**config.mk**
```make
export PLATFORM = sky130hd
export DESIGN_NAME = ghc_front_end
export DESIGN_NICKNAME = d
export VERILOG_FILES = /design/src/design/ghc_pkg.sv /design/src/design/ghc_int_gen.sv /design/src/design/ghc_front_end.sv
export VERILOG_INCLUDE_DIRS = /design/src /design/src/design
export SDC_FILE = /design/constraint.sdc
export NUM_CORES = 1
export LEC_CHECK = 0
export BUFFER_PORTS_ARGS = -buffer_cell sky130_fd_sc_hd__buf_2
export CORE_AREA = 2 2 198 239
export CTS_CLUSTER_DIAMETER = 100
export DETAILED_ROUTE_END_ITERATION = 7
export DIE_AREA = 0 0 200 241
export GPL_ROUTABILITY_DRIVEN = 1
export PLACE_DENSITY = 0.53
export SETUP_SLACK_MARGIN = 0.2
export SLEW_MARGIN = 5
export SYNTH_ARGS = -nofsm -noshare
export SYNTH_HDL_FRONTEND = slang
export SYNTH_HIERARCHICAL = 1
export SYNTH_SLANG_ARGS = --single-unit
```
**constraint.sdc**
```tcl
create_clock -name clk -period 4.5 [get_ports clk]
set_input_delay 0.9 -clock clk [delete_from_list [all_inputs] [get_ports clk]]
set_output_delay 0.9 -clock clk [all_outputs]
set_load 0.005 [all_outputs]
```
**src/design/ghc_defines.svh**
```systemverilog
// Shared constants of the gyro host control front end
`ifndef GHC_DEFINES_SVH
`define GHC_DEFINES_SVH
// Clock rate and turn-on time after standby
`define GHC_CLK_HZ 10000000
`define GHC_STBY_TURNON_US 5000
`define GHC_STBY_TURNON_CYC ((`GHC_STBY_TURNON_US * (`GHC_CLK_HZ / 1000000)))
// Upper six bits of the serial slave address
`define GHC_I2C_BASE 6'h2C
`define GHC_I2C_BITS 4'h8
// Eco mode output data rates in Hz
`define GHC_ECO_ODR0 16'h0019
`define GHC_ECO_ODR1 16'h0032
`define GHC_ECO_ODR2 16'h0064
`define GHC_ECO_ODR3 16'h00C8
// Raw rate shift for the narrowest range of each table
`define GHC_SHIFT_UI 5'h05
`define GHC_SHIFT_OIS 5'h02
// Saturation limits of a 16-bit sample
`define GHC_SAT_POS 16'h7FFF
`define GHC_SAT_NEG 16'h8000
// Interrupt source positions
`define GHC_SRC_DRDY 0
`define GHC_SRC_FRDY 1
`define GHC_SRC_FTHR 2
`define GHC_SRC_FOVR 3
`define GHC_SRC_RST 4
`define GHC_SRC_SYNC 5
`endif

```
**src/design/ghc_pkg.sv**
```systemverilog
// Types of the gyro host control front end
package ghc_pkg;
   typedef enum logic [1:0] {
      ghc_pm_normal = 2'b00,
      ghc_pm_eco = 2'b01,
      ghc_pm_stby = 2'b10,
      ghc_pm_pdown = 2'b11
   } ghc_pmode_e;
   typedef enum logic [1:0] {
      ghc_im_latched = 2'b00,
      ghc_im_unlatched = 2'b01,
      ghc_im_timed = 2'b10
   } ghc_imode_e;
   typedef enum logic [1:0] {
      ghc_i2c_idle = 2'b00,
      ghc_i2c_addr = 2'b01,
      ghc_i2c_ack = 2'b10,
      ghc_i2c_busy = 2'b11
   } ghc_i2c_e;
endpackage : ghc_pkg

```
**src/design/ghc_int_gen.sv**
```systemverilog
// One interrupt generator with latched, unlatched and timed output
`timescale 1ns/100ps
`default_nettype none
module ghc_int_gen #(
   parameter int W = 6,
   parameter int LW = 8
) (
   // Clock and reset
   input wire logic clk,
   input wire logic rst,
   // Sources
   input wire logic [W-1:0] ev,
   input wire logic [W-1:0] cond,
   // Configuration
   input wire logic [W-1:0] en,
   input wire ghc_pkg::ghc_imode_e mode,
   input wire logic act_high,
   input wire logic clr_on_rd,
   input wire logic [LW-1:0] len,
   // Status access
   input wire logic rd,
   input wire logic wr,
   input wire logic [W-1:0] wr_mask,
   output logic [W-1:0] lat,
   output logic [W-1:0] now,
   // Pin
   output logic int_pin
);
   logic [LW-1:0] tmr;
   logic lvl;
   wire [W-1:0] hit = ev & en;
   wire clr_all = rd & clr_on_rd;
   wire clr_wr = wr & ~clr_on_rd;
   wire [W-1:0] clr = clr_all ? {W{1'b1}} : (clr_wr ? wr_mask : {W{1'b0}});
   wire [W-1:0] next_lat = (lat & ~clr) | hit; // set wins over clear
   wire timed = (mode == ghc_pkg::ghc_im_timed);

   // Output level per behaviour
   always_comb begin
      unique case (mode)
         ghc_pkg::ghc_im_latched: lvl = |lat;
         ghc_pkg::ghc_im_unlatched: lvl = |(cond & en);
         ghc_pkg::ghc_im_timed: lvl = (tmr != {LW{1'b0}});
         default: lvl = 1'b0;
      endcase
   end

   // Status, pulse timer and pin
   always_ff @(posedge clk or posedge rst) begin
      if (rst) begin
         lat <= {W{1'b0}};
         now <= {W{1'b0}};
         tmr <= {LW{1'b0}};
         int_pin <= 1'b0;
      end else begin
         lat <= next_lat;
         now <= cond & en;
         if (timed && (|hit)) begin
            tmr <= len; // each event restarts the pulse
         end else if (tmr != {LW{1'b0}}) begin
            tmr <= tmr - 1'b1;
         end
         int_pin <= act_high ? lvl : ~lvl;
      end
   end

   ////////////////////////////////////////////////////////////////
   property p_lat_set;
      @(posedge clk) disable iff (rst) (|hit) |=> ((lat & $past(hit)) == $past(hit));
   endproperty
   a_lat_set: assert property (p_lat_set) else $error("enabled event not latched");

   property p_timed_len;
      @(posedge clk) disable iff (rst)
         (timed && (|hit) && len == 8'h03) |=> ##1 (int_pin == act_high) [*3] ##1 (int_pin != act_high);
   endproperty
   a_timed_len: assert property (p_timed_len) else $error("timed pulse length wrong");

   property p_clr_rd;
      @(posedge clk) disable iff (rst) (clr_all && !(|hit)) |=> (lat == {W{1'b0}});
   endproperty
   a_clr_rd: assert property (p_clr_rd) else $error("clear on read failed");

   property p_unlat;
      @(posedge clk) disable iff (rst)
         (mode == ghc_pkg::ghc_im_unlatched && $stable(mode) && $stable(act_high))
         |=> (int_pin == ($past(act_high) ~^ (|($past(cond) & $past(en)))));
   endproperty
   a_unlat: assert property (p_unlat) else $error("unlatched pin does not follow");
endmodule : ghc_int_gen
`default_nettype wire

```
**src/design/ghc_front_end.sv**
```systemverilog
// Gyro host control front end: pins, power modes, samples, interrupts
// What this block does
// - Two independent interrupt generators, each with its own output pin.
// - Sources: data ready, buffer ready, threshold, overrun, restart, sync pin.
// - Every source has its own enable and its own clear.
// - Each pin behaves latched, unlatched or timed.
// - Latched status clears on read or on written mask, as selected.
// - Status readable both latched and as current condition.
// - Software picks pin level, duration, clearing method and triggers.
// - Temperature split in two bytes: whole degrees, then 1/256 degree.
// - Four power modes, set by software or woken by sync pin.
// - Eco mode only with 25, 50, 100 or 200 Hz data rate.
// - Standby makes no data; leaving it waits about 5 ms.
// - Power-down keeps registers reachable but makes no samples.
// - Range: 250..2000 dps interface table, 31.25..250 dps stabilization table.
// - Rates beyond range saturate at the limit.
// - Each axis sample is a 16-bit result.
// - Chip select high means two-wire bus, low enables SPI.
// - Two-wire slave address is b101100 plus address-select pin.
// - Device is only a slave on the two-wire bus.
// - SPI runs as 3-wire or 4-wire, chosen by software.
// - Address b1011000 with select low, b1011001 with select high.
`include "ghc_defines.svh"
`timescale 1ns/100ps
`default_nettype none
module ghc_front_end #(
   parameter int STBY_CYC = `GHC_STBY_TURNON_CYC,
   parameter int PDOWN_CYC = `GHC_STBY_TURNON_CYC,
   parameter int RAW_W = 24,
   parameter int LEN_W = 8
) (
   // Clock and reset
   input wire logic clk,
   input wire logic rst,
   // Serial pins
   input wire logic cs_pin,
   input wire logic scl_pin,
   input wire logic sda_in,
   output logic sda_out,
   output logic sda_oe,
   input wire logic addr_select_pin,
   output logic sdo_out,
   output logic sdo_oe,
   // Sync pin and interrupt pins
   input wire logic sync_wake_pin,
   output logic int1_pin,
   output logic int2_pin,
   // Interface configuration and serial data from register layer
   input wire logic spi_three_wire,
   input wire logic spi_tx_bit,
   input wire logic spi_tx_act,
   output logic i2c_mode,
   output logic i2c_addr_hit,
   output logic i2c_rw,
   // Power configuration and state
   input wire ghc_pkg::ghc_pmode_e req_mode,
   input wire logic sync_wake_en,
   input wire logic [15:0] odr_hz,
   output ghc_pkg::ghc_pmode_e pmode,
   output logic data_on,
   // Range and samples
   input wire logic stabilization_range,
   input wire logic [1:0] range_sel,
   input wire logic sample_strobe,
   input wire logic [RAW_W-1:0] rate_raw_x,
   input wire logic [RAW_W-1:0] rate_raw_y,
   input wire logic [RAW_W-1:0] rate_raw_z,
   output logic [15:0] rate_x,
   output logic [15:0] rate_y,
   output logic [15:0] rate_z,
   // Temperature
   input wire logic [15:0] temp_raw,
   output logic [7:0] temp_deg,
   output logic [7:0] temp_frac,
   // Buffer condition levels
   input wire logic fifo_ready,
   input wire logic fifo_thresh,
   input wire logic fifo_overrun,
   // Interrupt generator 1
   input wire logic [5:0] int1_en,
   input wire ghc_pkg::ghc_imode_e int1_mode,
   input wire logic int1_act_high,
   input wire logic int1_clr_on_rd,
   input wire logic [LEN_W-1:0] int1_len,
   input wire logic int1_rd,
   input wire logic int1_wr,
   input wire logic [5:0] int1_mask,
   output logic [5:0] int1_lat,
   output logic [5:0] int1_now,
   // Interrupt generator 2
   input wire logic [5:0] int2_en,
   input wire ghc_pkg::ghc_imode_e int2_mode,
   input wire logic int2_act_high,
   input wire logic int2_clr_on_rd,
   input wire logic [LEN_W-1:0] int2_len,
   input wire logic int2_rd,
   input wire logic int2_wr,
   input wire logic [5:0] int2_mask,
   output logic [5:0] int2_lat,
   output logic [5:0] int2_now
);
   ////////////////////////////////////////////////////////////////
   // Pin synchronisers: stage one feeds stage two only
   logic [4:0] sy1;
   logic [4:0] sy2;
   logic [4:0] sy3;
   always_ff @(posedge clk or posedge rst) begin
      if (rst) begin
         sy1 <= 5'h1F;
         sy2 <= 5'h1F;
         sy3 <= 5'h1F;
      end else begin
         sy1 <= {sync_wake_pin, addr_select_pin, sda_in, scl_pin, cs_pin};
         sy2 <= sy1;
         sy3 <= sy2;
      end
   end

   wire cs_s = sy2[0];
   wire scl_s = sy2[1];
   wire sda_s = sy2[2];
   wire asel_s = sy2[3];
   wire sync_s = sy2[4];
   wire scl_rise = scl_s & ~sy3[1];
   wire scl_fall = ~scl_s & sy3[1];
   wire sda_fall = ~sda_s & sy3[2];
   wire sda_rise = sda_s & ~sy3[2];
   wire sync_rise = sync_s & ~sy3[4];
   assign i2c_mode = cs_s;

   ////////////////////////////////////////////////////////////////
   // Two-wire slave: address match and acknowledge only
   ghc_pkg::ghc_i2c_e ist;
   ghc_pkg::ghc_i2c_e next_ist;
   logic [7:0] ish;
   logic [3:0] icnt;
   wire i_start = cs_s & scl_s & sda_fall;
   wire i_stop = cs_s & scl_s & sda_rise;
   wire [6:0] my_addr = {`GHC_I2C_BASE, asel_s};
   wire addr_ok = (ish[7:1] == my_addr);
   wire byte_done = (icnt == `GHC_I2C_BITS);

   // Slave only: never drives the clock, only acks its address
   always_comb begin
      next_ist = ist;
      unique case (ist)
         ghc_pkg::ghc_i2c_idle: if (i_start) next_ist = ghc_pkg::ghc_i2c_addr;
         ghc_pkg::ghc_i2c_addr: begin
            if (i_stop || !cs_s) begin
               next_ist = ghc_pkg::ghc_i2c_idle;
            end else if (byte_done && scl_fall) begin
               next_ist = addr_ok ? ghc_pkg::ghc_i2c_ack : ghc_pkg::ghc_i2c_busy;
            end
         end
         ghc_pkg::ghc_i2c_ack: if (scl_fall) next_ist = ghc_pkg::ghc_i2c_busy;
         ghc_pkg::ghc_i2c_busy: begin
            if (i_start) begin
               next_ist = ghc_pkg::ghc_i2c_addr;
            end else if (i_stop || !cs_s) begin
               next_ist = ghc_pkg::ghc_i2c_idle;
            end
         end
      endcase
   end

   // Shift register and bit count
   always_ff @(posedge clk or posedge rst) begin
      if (rst) begin
         ist <= ghc_pkg::ghc_i2c_idle;
         ish <= 8'h00;
         icnt <= 4'h0;
      end else begin
         ist <= next_ist;
         if (i_start) begin
            icnt <= 4'h0;
         end else if (ist == ghc_pkg::ghc_i2c_addr && scl_rise) begin
            ish <= {ish[6:0], sda_s};
            icnt <= icnt + 4'h1;
         end
      end
   end

   // Match pulse and direction bit
   always_ff @(posedge clk or posedge rst) begin
      if (rst) begin
         i2c_addr_hit <= 1'b0;
         i2c_rw <= 1'b0;
      end else begin
         i2c_addr_hit <= (ist == ghc_pkg::ghc_i2c_addr) && (next_ist == ghc_pkg::ghc_i2c_ack);
         if ((ist == ghc_pkg::ghc_i2c_addr) && (next_ist == ghc_pkg::ghc_i2c_ack)) begin
            i2c_rw <= ish[0];
         end
      end
   end

   ////////////////////////////////////////////////////////////////
   // Pin drivers, registered; SPI only with chip select low
   wire spi_on = ~cs_s & spi_tx_act;
   always_ff @(posedge clk or posedge rst) begin
      if (rst) begin
         sda_out <= 1'b0;
         sda_oe <= 1'b0;
         sdo_out <= 1'b0;
         sdo_oe <= 1'b0;
      end else begin
         sda_out <= cs_s ? 1'b0 : spi_tx_bit; // Ack pulls low
         sda_oe <= cs_s ? (next_ist == ghc_pkg::ghc_i2c_ack) : (spi_on & spi_three_wire);
         sdo_out <= spi_tx_bit;
         sdo_oe <= spi_on & ~spi_three_wire; // select pin is input in two-wire use
      end
   end

   ////////////////////////////////////////////////////////////////
   // Power modes and turn-on delay
   ghc_pkg::ghc_pmode_e req_q;
   logic [31:0] ton;
   logic restart_ev;
   wire eco_ok = (odr_hz == `GHC_ECO_ODR0) || (odr_hz == `GHC_ECO_ODR1) ||
                 (odr_hz == `GHC_ECO_ODR2) || (odr_hz == `GHC_ECO_ODR3);
   wire pm_idle = (pmode == ghc_pkg::ghc_pm_stby) || (pmode == ghc_pkg::ghc_pm_pdown);
   wire sw_chg = (req_mode != req_q) || (pmode == ghc_pkg::ghc_pm_eco && !eco_ok);
   wire sync_wake = sync_wake_en & sync_rise & pm_idle;
   // Refused eco falls back to normal rather than holding the old mode
   wire ghc_pkg::ghc_pmode_e sw_mode = (req_mode == ghc_pkg::ghc_pm_eco && !eco_ok) ?
                                       ghc_pkg::ghc_pm_normal : req_mode;
   wire ghc_pkg::ghc_pmode_e next_pm = sync_wake ? ghc_pkg::ghc_pm_normal :
                                      (sw_chg ? sw_mode : pmode);
   wire leaving = pm_idle && (next_pm == ghc_pkg::ghc_pm_normal || next_pm == ghc_pkg::ghc_pm_eco);
   wire [31:0] ton_load = (pmode == ghc_pkg::ghc_pm_stby) ? 32'(STBY_CYC) : 32'(PDOWN_CYC);
   assign data_on = !pm_idle && (ton == 32'h0000_0000);

   always_ff @(posedge clk or posedge rst) begin
      if (rst) begin
         pmode <= ghc_pkg::ghc_pm_normal;
         req_q <= ghc_pkg::ghc_pm_normal;
         ton <= 32'h0000_0000;
         restart_ev <= 1'b0;
      end else begin
         pmode <= next_pm;
         req_q <= req_mode;
         restart_ev <= (ton == 32'h0000_0001); // Start-up sequence done
         if (leaving) begin
            ton <= ton_load;
         end else if (!(next_pm == ghc_pkg::ghc_pm_normal || next_pm == ghc_pkg::ghc_pm_eco)) begin
            ton <= 32'h0000_0000;
         end else if (ton != 32'h0000_0000) begin
            ton <= ton - 32'h0000_0001;
         end
      end
   end

   ////////////////////////////////////////////////////////////////
   // Range scaling and saturation, one lane per axis
   logic [RAW_W-1:0] raw [3];
   logic [15:0] rout [3];
   logic drdy_ev;
   assign raw[0] = rate_raw_x;
   assign raw[1] = rate_raw_y;
   assign raw[2] = rate_raw_z;
   assign rate_x = rout[0];
   assign rate_y = rout[1];
   assign rate_z = rout[2];
   wire [4:0] shamt = (stabilization_range ? `GHC_SHIFT_OIS : `GHC_SHIFT_UI) + {3'h0, range_sel};
   wire take = sample_strobe & data_on;

   genvar ax;
   generate
      for (ax = 0; ax < 3; ax++) begin : g_axis
         wire signed [RAW_W-1:0] sh = $signed(raw[ax]) >>> shamt;
         wire hi = (sh > $signed(RAW_W'(32767)));
         wire lo = (sh < $signed(-RAW_W'(32768)));
         wire [15:0] sat = hi ? `GHC_SAT_POS : (lo ? `GHC_SAT_NEG : sh[15:0]);
         always_ff @(posedge clk or posedge rst) begin
            if (rst) begin
               rout[ax] <= 16'h0000;
            end else if (take) begin
               rout[ax] <= sat;
            end
         end
      end
   endgenerate

   // Temperature bytes and sample event
   always_ff @(posedge clk or posedge rst) begin
      if (rst) begin
         temp_deg <= 8'h00;
         temp_frac <= 8'h00;
         drdy_ev <= 1'b0;
      end else begin
         temp_deg <= temp_raw[15:8];
         temp_frac <= temp_raw[7:0];
         drdy_ev <= take;
      end
   end

   ////////////////////////////////////////////////////////////////
   // Interrupt sources: buffer events on rising edges of their levels
   logic [2:0] fifo_q;
   always_ff @(posedge clk or posedge rst) begin
      if (rst) begin
         fifo_q <= 3'h0;
      end else begin
         fifo_q <= {fifo_overrun, fifo_thresh, fifo_ready};
      end
   end
   wire [2:0] fifo_ev = {fifo_overrun, fifo_thresh, fifo_ready} & ~fifo_q;
   wire [5:0] src_ev = {sync_rise, restart_ev, fifo_ev, drdy_ev};
   wire [5:0] src_lvl = {sync_s, restart_ev, fifo_overrun, fifo_thresh, fifo_ready, drdy_ev};

   // Two generators share sources but nothing else
   ghc_int_gen #(.W(6), .LW(LEN_W)) u_int1 (
      .clk(clk), .rst(rst), .ev(src_ev), .cond(src_lvl), .en(int1_en), .mode(int1_mode),
      .act_high(int1_act_high), .clr_on_rd(int1_clr_on_rd), .len(int1_len), .rd(int1_rd),
      .wr(int1_wr), .wr_mask(int1_mask), .lat(int1_lat), .now(int1_now), .int_pin(int1_pin)
   );
   ghc_int_gen #(.W(6), .LW(LEN_W)) u_int2 (
      .clk(clk), .rst(rst), .ev(src_ev), .cond(src_lvl), .en(int2_en), .mode(int2_mode),
      .act_high(int2_act_high), .clr_on_rd(int2_clr_on_rd), .len(int2_len), .rd(int2_rd),
      .wr(int2_wr), .wr_mask(int2_mask), .lat(int2_lat), .now(int2_now), .int_pin(int2_pin)
   );

   ////////////////////////////////////////////////////////////////
   property p_ack_low;
      @(posedge clk) disable iff (rst) (ist == ghc_pkg::ghc_i2c_ack) |-> (sda_oe && !sda_out);
   endproperty
   a_ack_low: assert property (p_ack_low) else $error("ack not driven low");

   property p_addr;
      @(posedge clk) disable iff (rst) i2c_addr_hit |-> ($past(ish[7:1]) == {`GHC_I2C_BASE, asel_s});
   endproperty
   a_addr: assert property (p_addr) else $error("wrong address acknowledged");

   property p_sat;
      @(posedge clk) disable iff (rst)
         (take && !stabilization_range && range_sel == 2'h0 && $signed(rate_raw_x) > $signed(24'h1FFFFF))
         |=> (rate_x == `GHC_SAT_POS);
   endproperty
   a_sat: assert property (p_sat) else $error("rate not saturated");

   property p_temp;
      @(posedge clk) disable iff (rst) 1'b1 |=> ({temp_deg, temp_frac} == $past(temp_raw));
   endproperty
   a_temp: assert property (p_temp) else $error("temperature bytes wrong");

   property p_no_data_idle;
      @(posedge clk) disable iff (rst) pm_idle |=> !drdy_ev;
   endproperty
   a_no_data_idle: assert property (p_no_data_idle) else $error("sample in standby or power-down");

   property p_wake_wait;
      @(posedge clk) disable iff (rst) (leaving && pmode == ghc_pkg::ghc_pm_stby) |=> !data_on [*8];
   endproperty
   a_wake_wait: assert property (p_wake_wait) else $error("data before turn-on time");

   property p_eco_odr;
      @(posedge clk) disable iff (rst) (pmode == ghc_pkg::ghc_pm_eco) |-> $past(eco_ok) || eco_ok;
   endproperty
   a_eco_odr: assert property (p_eco_odr) else $error("eco with bad data rate");

   property p_wire_sel;
      @(posedge clk) disable iff (rst) (sdo_oe |-> (!$past(spi_three_wire) && !$past(cs_s)));
   endproperty
   a_wire_sel: assert property (p_wire_sel) else $error("data out pin driven wrongly");

   c_ack: cover property (@(posedge clk) disable iff (rst) i2c_addr_hit);
   c_wake: cover property (@(posedge clk) disable iff (rst) sync_wake ##[1:100] restart_ev);
   c_int1: cover property (@(posedge clk) disable iff (rst) $rose(int1_pin));
endmodule : ghc_front_end
`default_nettype wire

```
== Word level (Yosys, flattened, before mapping) ==
Cells that the tools add are included.

* Register bits after elaboration: 182
* Input port bits: 176
* Output and inout port bits: 100
* Logic and storage cells: 183

* Add/sub/neg operators: 5
* Magnitude comparators: 6
* Eq/ne operators: 22
* Shift operators: 3
* Mux-type cells: 37
* Bitwise operators: 42
* Reductions and logical operators: 37

{| class="wikitable"
|+ Operator list
! operator !! count
|-
| 2-to-1 mux 16 bit || 6
|-
| 2-to-1 mux 32 bit || 3
|-
| greater-than comparator 24 x 16 -> 1 bit (second input constant) || 3
|-
| less-than comparator 24 x 16 -> 1 bit (second input constant) || 3
|-
| >>> shifter 24 x 4 -> 24 bit || 3
|-
| bitwise AND 6 bit || 6
|-
| OR reduction 6 bit || 6
|-
| == test 32 x 1 -> 1 bit (second input constant) || 1
|-
| zero test 32 bit || 1
|-
| 2-to-1 mux 8 bit || 4
|-
| nonzero test 32 bit || 1
|-
| subtractor 32 x 1 -> 32 bit (second input constant) || 1
|-
| 2-to-1 mux 6 bit || 4
|-
| bitwise AND 1 bit || 18
|-
| 2-to-1 mux 2 bit || 9
|-
| == test 16 x 5 -> 1 bit (second input constant) || 1
|-
| == test 16 x 6 -> 1 bit (second input constant) || 1
|-
| == test 16 x 7 -> 1 bit (second input constant) || 1
|-
| == test 16 x 8 -> 1 bit (second input constant) || 1
|-
| nonzero test 8 bit || 2
|-
| subtractor 8 x 1 -> 8 bit (second input constant) || 2
|-
| == test 2 bit (second input constant) || 7
|-
| == test 2 x 1 -> 1 bit (second input constant) || 6
|-
| NOT 1 bit || 12
|-
| 21 further kinds || 50
|}

== Longest topological paths before layout ==
Gate-level depths: netlist (run 1).

* Depth in word-level cells: 13
* Depth in mapped cells: 17
* Gate-level depth less buffers: 11

== Hierarchy ==
The synthesis (run 1) kept the hierarchy.

{| class="wikitable"
|+ Modules (own cells, without submodules)
! module !! times used !! cells an instance !! area an instance (sq um) !! sequential area each (sq um)
|-
| ghc_front_end || 1 || 1023 || 9303.9 || 3469.6
|-
| ghc_int_gen || 2 || 97 || 1049.8 || 525.5
|}

== Worst setup path before layout (run 1) ==
Ideal clock, no wire load.

* Path type: input to register
* From: in stabilization_range
* To: reg rout (netlist bit rate_x[1])
* Setup time: 132 ps
* Arrival: 3825 ps
* Required time: 4368 ps
* Slack: 543 ps
* Cell stages on the path: 14
* Buffers on the path: 3
* Path through: inv_1 -> ha_1 -> inv_1 -> fa_1 -> buf_4 -> buf_6 -> mux2i_1 -> mux2i_1 -> or4_1 -> a2111oi_2 -> a2111oi_4 -> buf_6 -> a21oi_2 -> o21ai_1

* Word-level cells in the longest chain between the ends: 6
* Elaborated cells between the ends (all ways): 7
* Classes of those cells: 1 x add/sub; 2 x order compare; 1 x shift; 3 x mux

{| class="wikitable"
|+ Ends and longest elaborated chain
! what !! RTL line !! text
|-
| start: declaration || ghc_front_end.sv:62 || <nowiki>input wire logic stabilization_range,</nowiki>
|-
| 2-to-1 mux 3 bit (no line) * || n/a ||
|-
| adder 3 x 2 -> 4 bit * || ghc_front_end.sv:263 || <nowiki>wire [4:0] shamt = (stabilization_range ? `GHC_SHIFT_OIS : `GHC_SHIFT_UI) + {3'h0, range_sel};</nowiki>
|-
| >>> shifter 24 x 4 -> 24 bit * || ghc_front_end.sv:269 || <nowiki>wire signed [RAW_W-1:0] sh = $signed(raw[ax]) >>> shamt;</nowiki>
|-
| less-than comparator 24 x 16 -> 1 bit || ghc_front_end.sv:271 || <nowiki>wire lo = (sh < $signed(-RAW_W'(32768)));</nowiki>
|-
| 2-to-1 mux 16 bit || ghc_front_end.sv:272 || <nowiki>wire [15:0] sat = hi ? `GHC_SAT_POS : (lo ? `GHC_SAT_NEG : sh[15:0]);</nowiki>
|-
| 2-to-1 mux 16 bit * || ghc_front_end.sv:272 ||
|-
| end signal: indexed assignment || ghc_front_end.sv:277 || <nowiki>rout[ax] <= sat;</nowiki>
|-
| end: declaration || ghc_front_end.sv:255 || <nowiki>logic [15:0] rout [3];</nowiki>
|}

Every way passes the cells marked *; elsewhere a longest branch is shown, timed or not.
A chain may end at the register's enable or synchronous reset.

== Final worst setup path (run 1) ==
* From: reg ton[4]
* To: out data_on

* Word-level cells in the longest chain between the ends: 2

{| class="wikitable"
|+ Ends and longest elaborated chain
! what !! RTL line !! text
|-
| start: declaration || ghc_front_end.sv:216 || <nowiki>logic [31:0] ton;</nowiki>
|-
| start signal: assignment || ghc_front_end.sv:243 || <nowiki>ton <= ton_load;</nowiki>
|-
| start signal: assignment || ghc_front_end.sv:247 || <nowiki>ton <= ton - 32'h0000_0001;</nowiki>
|-
| zero test 32 bit || ghc_front_end.sv:230 || <nowiki>assign data_on = !pm_idle && (ton == 32'h0000_0000);</nowiki>
|-
| logical AND 1 bit || ghc_front_end.sv:230 ||
|-
| end: declaration || ghc_front_end.sv:60 || <nowiki>output logic data_on,</nowiki>
|}

Every way passes these cells.

==> results of run 1 <==
## power breakdown
part           internal (uW)  total [uW]  switching (uW)
registers               1980        2280             306
clock network            754        1480             722
logic                   1010        2240            1230
## stage by stage
| step | worst slack, ns | cells | power [uW] | instance area [um2] | util (%) |
|---|---|---|---|---|---|
| floorplan | 0.543 | 1217 | 3750 | 11400 | - |
| detailed placement | 0.0648 | 2067 | 4580 | 13500 | 29.6 |
| global route | 0.210 | 2099 | 6440 | 14100 | 30.9 |
| finish | 0.444 | 2099 | 5990 | 14100 | 30.9 |
| CTS | 0.428 | 2099 | 6090 | 14100 | 30.9 |
| global placement | 0.158 | 2067 | 4530 | 13500 | 29.6 |
## layer usage
metal,vias up,track usage (%),wire length (um),part of all wire [%]
met2,252,26.7,18500,51
met5,-,0,0,0
met4,0,4.33,634,1.8
li1,4964,-,-,-
met1,5019,18.6,15600,43
met3,37,1.96,1390,3.9
## worst max-delay path by stage
stage | start | to | slack, ns | cells past startpoint
2_1_floorplan | stabilization_range | rate_x[1] | 0.54 | 14
3_3_place_gp | stabilization_range | rate_z[8] | 0.16 | 13
3_5_place_dp | stabilization_range | rate_z[2] | 0.06 | 13
4_1_cts | ton[4] | data_on | 0.43 | 6
5_1_grt | stabilization_range | rate_z[14] | 0.21 | 13
6_report | ton[4] | data_on | 0.44 | 6
## cell usage in the layout, fill, tap and decap left out, types with 10 or more instances in the layout
cell / instances
sky130_fd_sc_hd__buf_2: 275
sky130_fd_sc_hd__o211ai_1: 20
sky130_fd_sc_hd__ha_1: 10
sky130_fd_sc_hd__o21ai_0: 79
sky130_fd_sc_hd__clkbuf_16: 17
sky130_fd_sc_hd__a21oi_1: 98
sky130_fd_sc_hd__a31oi_1: 19
sky130_fd_sc_hd__xor2_1: 19
sky130_fd_sc_hd__nand2_1: 161
sky130_fd_sc_hd__nor2b_1: 14
sky130_fd_sc_hd__dfrtp_1: 167
sky130_fd_sc_hd__dfstp_2: 13
sky130_fd_sc_hd__and2_1: 20
sky130_fd_sc_hd__mux2_2: 39
sky130_fd_sc_hd__mux4_2: 27
sky130_fd_sc_hd__nand2b_1: 10
sky130_fd_sc_hd__o22ai_1: 16
sky130_fd_sc_hd__buf_4: 33
sky130_fd_sc_hd__nor3_1: 25
sky130_fd_sc_hd__nor4_1: 12
sky130_fd_sc_hd__a21oi_2: 10
sky130_fd_sc_hd__nor2_1: 87
sky130_fd_sc_hd__xnor2_1: 21
sky130_fd_sc_hd__mux2i_1: 58
sky130_fd_sc_hd__a32o_1: 12
sky130_fd_sc_hd__nand3_1: 25
sky130_fd_sc_hd__inv_1: 26
sky130_fd_sc_hd__o21ai_1: 20
## cell type report
cell class | count | area [um2] | area share [%]
Sequential cell | 180 | 4520 | 32.0
Multi-Input combinational cell | 933 | 6450 | 45.7
Inverter | 27 | 105 | 0.745
Timing Repair Buffer | 311 | 1680 | 11.9
Clock buffer | 19 | 443 | 3.14
Tap cell | 616 | 771 | 5.46
Clock inverter | 13 | 136 | 0.967
## logic make-up (layout without fill, tap and decap cells)
group	Yosys count	count (layout)	synth area share [%]
muxes	124	124	14.3
buffers and inverters	104	370	4.18
xor gates and xnor gates	42	42	3.39
adders and majority gates	12	12	1.38
DFF	180	180	39.6
and+or+nand+nor	422	422	18.7
AOI/OAI and AO/OA	333	333	18.4
## worst max-delay path, cell delays in order (launching register included)
cell                      delay, ns
sky130_fd_sc_hd__dfrtp_1       0.40
sky130_fd_sc_hd__or4_1         0.68
sky130_fd_sc_hd__nor4_4        0.46
sky130_fd_sc_hd__nand3_1       0.32
sky130_fd_sc_hd__or2_1         0.53
sky130_fd_sc_hd__nor2_1        0.16
sky130_fd_sc_hd__buf_2         0.17
## flip-flops by register name, summed over array words and instances, names as in the netlist, 3 cells and up
| register | cells |
|---|---|
| icnt | 4 |
| sy1 | 5 |
| u_int2/tmr | 8 |
| rate_z | 16 |
| fifo_q | 3 |
| ton | 32 |
| rate_y | 16 |
| rate_x | 16 |
| sy3 | 3 |
| u_int1/tmr | 8 |
| u_int1/now | 6 |
| u_int1/lat | 6 |
| u_int2/now | 6 |
| sy2 | 5 |
| temp_frac | 8 |
| u_int2/lat | 6 |
| temp_deg | 8 |
| ish | 8 |
==> impl_metrics.tcl, run 1 <==
set metrics [dict create \
    post-synth-top-count-cell "sky130_fd_sc_hd__dfrtp_1" \
    worst_slew_pin_slew_ns 1.07 \
    setup-tns-final_ns 0 \
    cts.htree.levels 4 \
    ys_ff_latch 180 \
    timing.hold.worst.start "sy1[1]" \
    initial_core_util_pct 24.9 \
    power_per_cell_area_nw_per_um2 425 \
    firstDrtPassIters 5 \
    cts-hold-fix-buffers 0 \
    post-route-min-period_ns 4.06 \
    p_leak_uw 0.00630 \
    synth_enable_flop_cells 0 \
    fmax_ghz 0.247 \
    min_path_cells 0 \
    reg2reg_from "ton[4]" \
    ir_worst_vdd_mv 0.282 \
    path_clk_slew_ns 0.07 \
    cts-root-buf "sky130_fd_sc_hd__clkbuf_16" \
    proportion_of_synthesized_chip_area_in_sequential_cells_pct 39.6 \
    final_period_util_pct 90.1 \
    slew_headroom_pct 28.6 \
    post_synth_inst_count 1217 \
    regToRegEndpoint "rate_z[4]" \
    final_layout_size_suffix_gt1_share_pct 31.0 \
    max-cap-violations 0 \
    worstHoldEndpoint "sy2[1]" \
    top_level_port_count 276 \
    buffer_ports.inserted 275 \
    layout.filler_cells 4863 \
    track_usage_pct 14.9 \
    clock_tree_from_tritoncts "yes" \
    synth_area_per_cell_um2 9.37 \
    final_antenna_net_count 0 \
    first_global_vias 10200 \
    die_w_um 200 \
    asyncSetResetFlopFracSynth_pct 100 \
    status "complete, no violations" \
    synth_top_cell_by_area "sky130_fd_sc_hd__dfrtp_1" \
    hpwl_mm 28.3 \
    timing.critical_path.from_type "register" \
    cts_buffer_depth 2 \
    fp.dieArea_um2 48200 \
    detailroute.via_count 10300 \
    die_h_um 241 \
    synth_common_cells "sky130_fd_sc_hd__dfrtp_1, sky130_fd_sc_hd__nand2_1, sky130_fd_sc_hd__a21oi_1" \
    grt_first_pass_wirelength_mm 56.8 \
    starting_drc_count_in_detailed_routing 497 \
    cts-resized-gates 0 \
    std_cell_rows 86 \
    yosysTopAreaCellShare_pct 36.6 \
    postCtsSetupRepairBufs 0 \
    netlist-cell-type-count 83 \
    finalHoldViolations 0 \
    rrSetupSlack_ns 1.22 \
    finalNetCount 1658 \
    setup_viol 0 \
    grt-ovfl-total 0 \
    detail_route.wl_per_cell_um 17.2 \
    initial_antenna_violation_count 0 \
    diodes 0 \
    grt_setup_unrepaired "no" \
    mappedNetlistArea_um2 11400 \
    worstHoldPathType "reg2reg" \
    globalplace.congestion 0.863 \
    clock_skew_ns 0.0132 \
    slew_viol_final 0 \
    clkLatencyLatePin_ns 0.44 \
    final.hold.worst_slack_ns 0.356 \
    post_synth_main_area_contributors "sky130_fd_sc_hd__dfrtp_1, sky130_fd_sc_hd__mux4_2, sky130_fd_sc_hd__nand2_1" \
    end_kind "primary output" \
    critPathKind "reg2out" \
    required_time_at_the_endpoint_of_the_critical_path_ns 3.60 \
    numClockSinks 180 \
    syn2layout_area_growth_pct 23.7 \
    synth.net_count 1405 \
    dominantRegCellSynth "sky130_fd_sc_hd__dfrtp_1" \
    grt_max_degree 94 \
    wl_mm 36.1 \
    core_area_um2 45700 \
    cp_max_fo 15 \
    synth.yosys.warnings 6 \
    route.detailed.drc 0 \
    critPathArrivalTime_ns 3.16 \
    via_per_inst 4.89 \
    numCtsBuffers 17 \
    worst_r2r_path_depth 7 \
]
Note: power is estimated with default switching activity, not from simulation.
==> inputs of run 2 (changes only) <==
--- a/config.mk
+++ b/config.mk
@@ -12,6 +12,7 @@
 export DETAILED_ROUTE_END_ITERATION = 7
 export DIE_AREA = 0 0 200 241
 export GPL_ROUTABILITY_DRIVEN = 1
+export GPL_TIMING_DRIVEN = 0
 export PLACE_DENSITY = 0.53
 export SETUP_SLACK_MARGIN = 0.2
 export SLEW_MARGIN = 5
==> impl_metrics.tcl, run 2 (synthesized netlist as in run 1, its figures left out) <==
set metrics [dict create \
    clkLatencyLatePin_ns 0.44 \
    via_per_inst 4.94 \
    critPathCapture "rate_y[7]" \
    route.detailed.drc 0 \
    worstHoldPathType "reg2reg" \
    track_usage_pct 16.4 \
    firstDrtPassIters 5 \
    crit_path_start "stabilization_range" \
    initial_core_util_pct 24.9 \
    slew_headroom_pct 22.1 \
    final_layout_size_suffix_gt1_share_pct 30.1 \
    initial_antenna_violation_count 1 \
    syn2layout_area_growth_pct 25.4 \
    layout.filler_cells 4923 \
    wl_mm 39.8 \
    critPathKind "in2reg" \
    first_global_vias 10700 \
    hpwl_mm 32.5 \
    fmax_ghz 0.243 \
    place_area_um2 13600 \
    final.hold.worst_slack_ns 0.356 \
    top_level_port_count 276 \
    die_h_um 241 \
    timing.critical_path.from_type "input port" \
    layout.cells.most_common "sky130_fd_sc_hd__buf_2" \
    die_w_um 200 \
    final_period_util_pct 91.6 \
    cts.htree.levels 4 \
    required_time_at_the_endpoint_of_the_critical_path_ns 4.87 \
    cts_buffer_depth 2 \
    registers.top_by_ff_count "ton" \
    cp_max_fo 10 \
    end_kind "register" \
    power_total_uw 6200 \
    reg2reg_from "ton[8]" \
    ir_worst_vdd_mv 0.301 \
    p_leak_uw 0.00635 \
    numCtsBuffers 17 \
    numClockSinks 180 \
    area_of_the_multi_input_gates_um2 6440 \
    detailroute.via_count 10600 \
    post-route-min-period_ns 4.12 \
    worst_r2r_path_depth 8 \
    critPathArrivalTime_ns 4.49 \
    worst_slew_pin_slew_ns 1.16 \
    fin_cells 2143 \
    grt_first_pass_wirelength_mm 61.1 \
    status "complete, no violations" \
    finalHoldViolations 0 \
    grt_max_degree 34 \
    slew_viol_final 0 \
    cts-hold-fix-buffers 0 \
    cts-root-buf "sky130_fd_sc_hd__clkbuf_16" \
    buffer_ports.inserted 273 \
    power_per_cell_area_nw_per_um2 433 \
    finalInstanceArea_um2 14300 \
    final_antenna_net_count 0 \
    setup_viol 0 \
    area_occupied_by_registers_um2 4520 \
    clock_skew_ns 0.00942 \
    post-place-cells 2110 \
    grt_setup_unrepaired "yes" \
    globalplace.congestion 0.996 \
    detail_route.wl_per_cell_um 18.6 \
    grt-ovfl-total 0 \
    starting_drc_count_in_detailed_routing 489 \
    max-cap-violations 0 \
    finalNetCount 1701 \
    fp.dieArea_um2 48200 \
    rrSetupSlack_ns 1.52 \
    largest_register_ffs 32 \
    std_cell_rows 86 \
    path_clk_slew_ns 0.07 \
    core_area_um2 45700 \
    most-common-layout-cells "sky130_fd_sc_hd__buf_2, sky130_fd_sc_hd__dfrtp_1, sky130_fd_sc_hd__nand2_1" \
    clock_tree_from_tritoncts "yes" \
    regToRegEndpoint "rate_y[4]" \
]
## run 2: worst min path at each step
stage	end	slack (ns)	depth (start not counted)	start
6_report	sy2[3]	0.36	0	sy1[3]
2_1_floorplan	sy2[0]	0.35	0	sy1[0]
5_1_grt	sy2[1]	0.36	0	sy1[1]
3_5_place_dp	sy2[0]	0.35	0	sy1[0]
3_3_place_gp	sy2[2]	0.35	0	sy1[2]
4_1_cts	sy2[3]	0.36	0	sy1[3]
## run 2: report_power, final
part           switching, uW  internal, uW
logic                   1320          1030
registers                296          1980
clock network            677           903
total                   2290          3910
## run 2: routing by layer
| metal | share of wire (%) | track usage, % | vias to the layer above |
|---|---|---|---|
| met4 | 3.5 | 6.73 | 2 |
| met3 | 4.0 | 2.25 | 67 |
| met5 | 0.043 | 0 | - |
| met2 | 51 | 30.0 | 320 |
| met1 | 41 | 19.2 | 5153 |
| li1 | - | - | 5044 |
## run 2: area by class of cell
cell class                      instances  share of cell area [%]
Antenna cell                            1                  0.0175
Buffer                                 77                    2.76
Clock buffer                           20                    3.12
Clock inverter                         12                    1.21
Inverter                               27                   0.735
Multi-Input combinational cell        933                    45.0
Sequential cell                       180                    31.6
Tap cell                              616                    5.39
Timing Repair Buffer                  277                    10.1
## run 2: critical path, cell delays in order
cell	delay, ns
sky130_fd_sc_hd__buf_2	0.16
sky130_fd_sc_hd__inv_1	0.14
sky130_fd_sc_hd__ha_1	0.21
sky130_fd_sc_hd__inv_1	0.07
sky130_fd_sc_hd__fa_1	0.48
sky130_fd_sc_hd__buf_4	0.17
sky130_fd_sc_hd__buf_6	0.18
sky130_fd_sc_hd__buf_4	0.21
sky130_fd_sc_hd__buf_4	0.20
sky130_fd_sc_hd__clkbuf_4	0.25
sky130_fd_sc_hd__buf_4	0.27
sky130_fd_sc_hd__clkbuf_4	0.29
sky130_fd_sc_hd__a211oi_1	0.10
sky130_fd_sc_hd__a21oi_1	0.22
sky130_fd_sc_hd__nand2_1	0.09
sky130_fd_sc_hd__o211ai_1	0.19
sky130_fd_sc_hd__o2111ai_1	0.20
sky130_fd_sc_hd__a21oi_1	0.15
## run 2: what timing repair did
item                       in CTS  in global routing
buffers inserted                0                  0
pin swaps                       0                  1
hold endpoints to repair        0                  0
resized for setup               2                 18
cloned                          0                  0
setup endpoints to repair       3                 30
## run 2: per-stage QoR
stage | setup slack, ns | TNS (ns) | util [%]
3_3_place_gp | -0.333 | -4.10 | 29.6
4_1_cts | 0.230 | 0 | 31.2
6_report | 0.380 | 0 | 31.3
2_1_floorplan | 0.543 | 0 | -
5_1_grt | 0.152 | 0 | 31.3
3_5_place_dp | -0.374 | -6.25 | 29.8
